File: src/logic/cfr_pkg.sv
/*
  package for the configuration register slice: indexes, field positions,
  reset values and the ir routing encodings.
  assumes a byte-wide indexed configuration port in front of it.
*/
package cfr_pkg;

  // ----------------------------------------------------------------
  // register indexes
  // ----------------------------------------------------------------
  localparam logic [7:0] IDX_POWER_BOOT = 8'h07;
  localparam logic [7:0] IDX_RSVD_EIGHT = 8'h08;
  localparam logic [7:0] IDX_TEST_CTRL = 8'h09;
  localparam logic [7:0] IDX_ECP_IR = 8'h0a;

  // ----------------------------------------------------------------
  // port addresses of the software port
  // ----------------------------------------------------------------
  localparam logic [1:0] ADDR_INDEX = 2'h0;
  localparam logic [1:0] ADDR_DATA = 2'h1;
  localparam logic [1:0] ADDR_MODE = 2'h2;

  // ----------------------------------------------------------------
  // reset values and field positions
  // ----------------------------------------------------------------
  localparam logic [7:0] POR_VALUE = 8'h00;
  localparam logic [7:0] RSVD_EIGHT_VALUE = 8'h00;
  localparam logic [7:0] PWR_HARD_KEEP = 8'h0f;
  localparam int FDC_APD_BIT = 7;
  localparam logic [7:0] ECP_WRITE_MASK = 8'hcf;
  localparam logic [7:0] ECP_HARD_KEEP = 8'h3f;
  localparam int ECP_LEVEL_LSB = 0;
  localparam int ECP_LEVEL_W = 3;
  localparam int IR_ROUTE_LSB = 6;

  // ir output routing
  typedef enum logic [1:0] {
    CFR_ROUTE_COM = 2'h0,
    CFR_ROUTE_IR = 2'h1,
    CFR_ROUTE_RSVD = 2'h2,
    CFR_ROUTE_OFF = 2'h3
  } cfr_route_e;

  // routing decoded into pin controls
  typedef struct packed {
    logic com_sel;
    logic ir_sel;
    logic tx_hiz;
  } cfr_route_s;

endpackage : cfr_pkg

File: src/logic/cfr_regs.sv
/*
  configuration register slice: power/boot, reserved, test control and
  ecp level / ir routing registers behind an index/data port.
  assumes a single-cycle strobe master; resetn_i is the power-on reset,
  hard_reset_i a synchronous level from logic on the same clock.
*/
// The address-and-strobe port was left to the implementer.
// Operation
// - bit 7 enables floppy auto powerdown
// - power reg por 00, hard reset clears [7:4]
// - index eight reserved, reads 00
// - test reg only in config, index 09
// - ecp reg only in config, index 0a
// - low bits hold ecp fifo level
// - bits 5:4 ignore writes, read 0
// - ecp por 00, hard reset clears [7:6]
// - route field selects com, ir, reserved, off
`timescale 1ns/1ps
module cfr_regs (
  input wire logic clk_i,
  input wire logic resetn_i,
  input wire logic hard_reset_i,
  input wire logic [1:0] addr_i,
  input wire logic [7:0] wdata_i,
  input wire logic wr_i,
  input wire logic rd_i,
  output logic [7:0] rdata_o,
  output logic config_state_o,
  output logic fdc_auto_pd_o,
  output logic [2:0] ecp_fifo_level_o,
  output cfr_pkg::cfr_route_s route_ctl_o
);

  // ----------------------------------------------------------------
  // state
  // ----------------------------------------------------------------
  logic cfg_mode;
  logic next_cfg_mode;
  logic [7:0] config_index_reg;
  logic [7:0] next_index;
  logic [7:0] power_boot_config;
  logic [7:0] next_power;
  logic [7:0] test_control;
  logic [7:0] next_test;
  logic [7:0] ecp_level_ir_route;
  logic [7:0] next_ecp;
  logic [7:0] rdata;
  logic [7:0] next_rdata;
  logic fdc_apd;
  logic [2:0] ecp_level;
  logic wr_data;
  logic sel_pwr;
  logic sel_test;
  logic sel_ecp;
  logic sel_rsvd;
  logic rd_data;

  // ----------------------------------------------------------------
  // selects
  // ----------------------------------------------------------------
  // data port only decodes inside configuration state
  assign wr_data = wr_i && (addr_i == cfr_pkg::ADDR_DATA) && cfg_mode;
  assign rd_data = rd_i && (addr_i == cfr_pkg::ADDR_DATA) && cfg_mode;
  assign sel_pwr = config_index_reg == cfr_pkg::IDX_POWER_BOOT;
  assign sel_rsvd = config_index_reg == cfr_pkg::IDX_RSVD_EIGHT;
  assign sel_test = config_index_reg == cfr_pkg::IDX_TEST_CTRL;
  assign sel_ecp = config_index_reg == cfr_pkg::IDX_ECP_IR;

  // ----------------------------------------------------------------
  // next register values
  // ----------------------------------------------------------------
  always_comb
  begin
    next_cfg_mode = cfg_mode;
    next_index = config_index_reg;
    next_power = power_boot_config;
    next_test = test_control;
    next_ecp = ecp_level_ir_route;
    if (wr_i && addr_i == cfr_pkg::ADDR_MODE)
      next_cfg_mode = wdata_i[0];
    if (wr_i && addr_i == cfr_pkg::ADDR_INDEX && cfg_mode)
      next_index = wdata_i;
    if (wr_data && sel_pwr)
      next_power = wdata_i;
    if (wr_data && sel_test)
      next_test = wdata_i;
    if (wr_data && sel_ecp)
      next_ecp = wdata_i & cfr_pkg::ECP_WRITE_MASK;
    // index eight has no storage, writes vanish
    if (hard_reset_i)
    begin
      next_power = next_power & cfr_pkg::PWR_HARD_KEEP;
      next_ecp = next_ecp & cfr_pkg::ECP_HARD_KEEP;
    end
  end

  // register the next values
  always_ff @(posedge clk_i)
  begin
    if (!resetn_i)
    begin
      cfg_mode <= 1'b0;
      config_index_reg <= cfr_pkg::POR_VALUE;
      power_boot_config <= cfr_pkg::POR_VALUE;
      test_control <= cfr_pkg::POR_VALUE;
      ecp_level_ir_route <= cfr_pkg::POR_VALUE;
    end
    else
    begin
      cfg_mode <= next_cfg_mode;
      config_index_reg <= next_index;
      power_boot_config <= next_power;
      test_control <= next_test;
      ecp_level_ir_route <= next_ecp;
    end
  end

  // ----------------------------------------------------------------
  // read data and outputs
  // ----------------------------------------------------------------
  always_comb
  begin
    next_rdata = 8'h00;
    if (rd_i)
    begin
      case (addr_i)
        cfr_pkg::ADDR_INDEX: next_rdata = cfg_mode ? config_index_reg : 8'h00;
        cfr_pkg::ADDR_MODE: next_rdata = {7'h00, cfg_mode};
        cfr_pkg::ADDR_DATA:
        begin
          if (!cfg_mode)
            next_rdata = 8'h00;
          else if (sel_pwr)
            next_rdata = power_boot_config;
          else if (sel_rsvd)
            next_rdata = cfr_pkg::RSVD_EIGHT_VALUE;
          else if (sel_test)
            next_rdata = test_control;
          else if (sel_ecp)
            next_rdata = ecp_level_ir_route & cfr_pkg::ECP_WRITE_MASK;
          else
            next_rdata = 8'h00;
        end
        default: next_rdata = 8'h00;
      endcase
    end
  end

  // output flops, loaded on the same edge as the registers
  always_ff @(posedge clk_i)
  begin
    if (!resetn_i)
    begin
      rdata <= 8'h00;
      fdc_apd <= 1'b0;
      ecp_level <= 3'h0;
    end
    else
    begin
      rdata <= next_rdata;
      fdc_apd <= next_power[cfr_pkg::FDC_APD_BIT];
      ecp_level <= next_ecp[cfr_pkg::ECP_LEVEL_LSB +: cfr_pkg::ECP_LEVEL_W];
    end
  end

  // outputs straight from their flops
  assign rdata_o = rdata;
  assign config_state_o = cfg_mode;
  assign fdc_auto_pd_o = fdc_apd;
  assign ecp_fifo_level_o = ecp_level;

  // routing decode
  cfr_route_dec u_route (
    .clk_i(clk_i),
    .resetn_i(resetn_i),
    .route_i(next_ecp[cfr_pkg::IR_ROUTE_LSB +: 2]),
    .ctl_o(route_ctl_o)
  );
endmodule : cfr_regs

File: src/logic/cfr_route_dec.sv
/*
  decodes the ir output routing field into registered pin controls.
  assumes the field comes from the same clock domain.
*/
`timescale 1ns/1ps
module cfr_route_dec (
  input wire logic clk_i,
  input wire logic resetn_i,
  input wire logic [1:0] route_i,
  output cfr_pkg::cfr_route_s ctl_o
);

  cfr_pkg::cfr_route_s next_ctl;

  // ----------------------------------------------------------------
  // decode
  // ----------------------------------------------------------------
  always_comb
  begin
    next_ctl = '0;
    case (route_i)
      cfr_pkg::CFR_ROUTE_COM: next_ctl.com_sel = 1'b1;
      cfr_pkg::CFR_ROUTE_IR: next_ctl.ir_sel = 1'b1;
      cfr_pkg::CFR_ROUTE_OFF: next_ctl.tx_hiz = 1'b1;
      default: next_ctl = '0; // reserved code: nothing routed
    endcase
  end

  always_ff @(posedge clk_i)
  begin
    if (!resetn_i)
      ctl_o <= '{com_sel: 1'b1, ir_sel: 1'b0, tx_hiz: 1'b0}; // reset code 00 is com
    else
      ctl_o <= next_ctl;
  end

endmodule : cfr_route_dec

File: config.mk
export PLATFORM = sky130hd
export DESIGN_NAME = cfr_regs
export DESIGN_NICKNAME = d
export VERILOG_FILES = /design/src/logic/cfr_pkg.sv /design/src/logic/cfr_regs.sv /design/src/logic/cfr_route_dec.sv
export SDC_FILE = /design/constraint.sdc
export NUM_CORES = 1
export LEC_CHECK = 0
export BUFFER_PORTS_ARGS = -buffer_cell sky130_fd_sc_hd__buf_2
export CAP_MARGIN = 20
export CORE_MARGIN = 8
export CORE_UTILIZATION = 25
export DETAILED_ROUTE_END_ITERATION = 8
export PLACE_DENSITY = 0.38
export SYNTH_ARGS = -nofsm -noshare
export SYNTH_HDL_FRONTEND = slang
export SYNTH_SLANG_ARGS = --single-unit
export TNS_END_PERCENT = 50
File: constraint.sdc
create_clock -name clk_i -period 2.65 [get_ports clk_i]
set_input_delay 0.53 -clock clk_i [delete_from_list [all_inputs] [get_ports clk_i]]
set_output_delay 0.53 -clock clk_i [all_outputs]
set_load 0.005 [all_outputs]
==> metrics <==
final WL between 5000 and 6000 µm; Max Cap Viol 0; Critical Path End Type flop; Worst EP required between 2 and 3 ns; final total negative setup slack 0 ns; worst hold path depth 2; crit path max fanout 6; Layout Skew roughly 0.0073 ns; Yosys reg bits 42; Clock Tree Root clkbuf_8; crit path time final 2.02 ns; switching share of power a little over a fifth; Vias 1524; Die Y between 100 and 150 µm; r2r endpoint u_route.ctl_o[2]; worst slew pin tran roughly 0.63 ns; LEAKAGE between 0.7 and 0.8 nW; VDD IR max around 0.28 mV; FMAX roughly 0.50 GHz; Data arrival, critical path roughly 2.2 ns; Die Footprint roughly 10000 µm²; Mapped Cells 205; Min-Delay Path Class primary input to flop; syn_nets 220; Ports 31; status complete, no violations; synthesized area 1860 µm²; clock-pin transition on the worst setup and hold timing paths ~0.090 ns; Yosys cell types 35; final setup vio count 0; Worst Hold Path EP u_route.ctl_o[0]; Bufs on Longest Clock Path 2; internal power 1.03 mW; clock latency on the worst-skew pair 0.30 ns; global route total overflow 0; WS Path Type flop to flop; Final Max Slew Viols 0; initial drt markers 53; Seq/Total Area, Yosys a little under half; input/output buffers 30; Worst slew margin 57.4%; Clk pwr share a little under half; Initial Util ~26%; total core area just over 7000 µm²; worst r2r src config_index_reg[4]; cts hold-fix bufs 0; first-pass GRT wire length 8760 µm; post-CTS setup buffers 0; layout overhead on the synthesized area 22.3%; total net switching power between 0.2 and 0.3 mW; num rows 31; Vias/cell roughly 4.5; unrepaired setup endpoints after global routing false; DR WL/cell 15.7 µm; final hold viol count 0; Detailed Place HPWL 4000 µm; diode count 0; design area between 2000 and 2500 µm²; largest net degree at the start of global routing 23; Synthesis Warnings 0; combinational share of power 4.0%; TritonCTS clock tree done; htree depth 2; number of global-route vias before repair 1612; DR pass1 iterations 4; syn_area_per_cell between 9 and 10 µm²; sequential share of power between 40% and 50%; gr usage total 11.1%; Placed Area about 2100 µm²; CP Launch Type flop; Remaining DRCs 0; pwr dens approximately 570 nW/µm²; Reg2Reg Setup Slack ~0.63 ns; worst min-delay path startpoint hard_reset_i; Nets 254; final RePlAce weighted congestion 0.734; Fillers a little under 800; # resized after CTS 0; Chip Width between 100 and 150 µm; Sink Count between 40 and 50; Routed Antenna Nets 0; R2R depth 4; Hold WS about 0.44 ns; share of layout cells above drive strength 1 approximately a quarter; Num CTS Buffers 5; antenna violations before repair 0; fin crit share roughly 76%
## cell usage in the layout, fill, tap and decap left out, types with 3 or more instances in the layout
master    synthesis  layout
and3b_1           3       3
nor2b_1           8       8
a22o_1            5       5
nand3_1           5       5
buf_4             3       9
a22oi_1           8       8
a21oi_1           9       9
o21ai_0           3       3
a21boi_0          8       8
nor2_1            3       3
clkbuf_8          0       5
dfxtp_1          42      42
mux2i_1          18      18
inv_1             3       3
buf_2             0      30
nand2_1          48      48
nor4_1            4       4
nand3b_1          3       3
## worst max path at each step
stage          slack, ns          endpoint           startpoint
2_1_floorplan       0.63  u_route.ctl_o[2]  config_index_reg[4]
5_1_grt             0.57  u_route.ctl_o[1]  config_index_reg[4]
3_3_place_gp        0.60  u_route.ctl_o[2]            addr_i[1]
4_1_cts             0.62  u_route.ctl_o[1]  config_index_reg[4]
6_report            0.63  u_route.ctl_o[2]  config_index_reg[4]
3_5_place_dp        0.58  u_route.ctl_o[2]            addr_i[1]
## cell families after synthesis
| kind of cell | synth area share (%) |
|---|---|
| multiplexers | 10.5 |
| AO/OA/AOI/OAI | 14.7 |
| AND/OR/NAND/NOR | 25.3 |
| buffers and inverters | 4.30 |
| flip-flops | 45.2 |
## synthesized netlist by cell type
| cell type | count | area (µm²) |
|---|---|---|
| nand3_1 | 5 | 25.0 |
| nor4_4 | 1 | 21.3 |
| nor2_2 | 1 | 6.26 |
| clkinv_2 | 1 | 5.00 |
| nor2_1 | 3 | 11.3 |
| buf_4 | 3 | 22.5 |
| inv_1 | 3 | 11.3 |
| nand4_1 | 1 | 6.26 |
| o21ai_0 | 3 | 15.0 |
| nand4b_1 | 1 | 8.76 |
| buf_6 | 1 | 11.3 |
| o21a_1 | 2 | 15.0 |
| nand2_1 | 48 | 180 |
| nor3_1 | 1 | 5.00 |
| a22o_1 | 5 | 43.8 |
| and3b_1 | 3 | 26.3 |
| clkbuf_1 | 8 | 30.0 |
| or2_2 | 1 | 6.26 |
| a211oi_1 | 1 | 7.51 |
| mux2_4 | 1 | 15.0 |
| dfxtp_1 | 42 | 841 |
| nor2b_1 | 8 | 50.1 |
| nor4_1 | 4 | 25.0 |
| nor3b_1 | 2 | 15.0 |
| a21oi_1 | 9 | 45.0 |
| nand2b_1 | 2 | 12.5 |
| o32a_1 | 1 | 10.0 |
| mux2i_1 | 18 | 180 |
| o2bb2ai_1 | 2 | 17.5 |
| a22oi_1 | 8 | 60.1 |
| and2_1 | 1 | 6.26 |
| nand3b_1 | 3 | 22.5 |
| or4_4 | 2 | 22.5 |
| a21boi_0 | 8 | 60.1 |
| nor3_2 | 2 | 20.0 |
## cell type report
type	count	area, µm²	area share (%)
Multi-Input combinational cell	147	940	41.3
Inverter	4	16.3	0.715
Clock inverter	3	68.8	3.02
Tap cell	99	124	5.44
Clock buffer	5	68.8	3.02
Timing Repair Buffer	39	218	9.57
Sequential cell	42	841	36.9
## power by group through the flow
stage | clock network (mW) | logic, mW | registers [mW]
floorplan | 0 | 0.0265 | 0.647
global placement | 0 | 0.0542 | 0.648
detailed placement | 0 | 0.0537 | 0.648
CTS | 0.634 | 0.0538 | 0.633
global route | 0.660 | 0.0581 | 0.634
finish | 0.618 | 0.0528 | 0.633
## routing by layer
layer  vias up  GRT usage (%)  share of wire (%)
met2        24           16.9                 45
li1        779              -                  -
met5         -              0                  0
met3         6           2.45                4.3
met1       715           14.6                 50
met4         0           4.74                1.6
## worst max-delay path, cell delays in order (launching register included)
cell	delay, ns
dfxtp_1	0.34
or4_4	0.60
or4_4	0.55
mux2_4	0.33
o21a_1	0.11
## per-stage QoR
step	setup slack, ns	instances	total power, mW	utilization [%]
3_5_place_dp	0.580	331	0.702	29.6
6_report	0.632	339	1.30	31.5
5_1_grt	0.568	339	1.35	31.5
2_1_floorplan	0.635	205	0.674	-
4_1_cts	0.620	339	1.32	31.5
3_3_place_gp	0.600	331	0.702	29.6
Note: power is estimated with default switching activity, not from simulation.
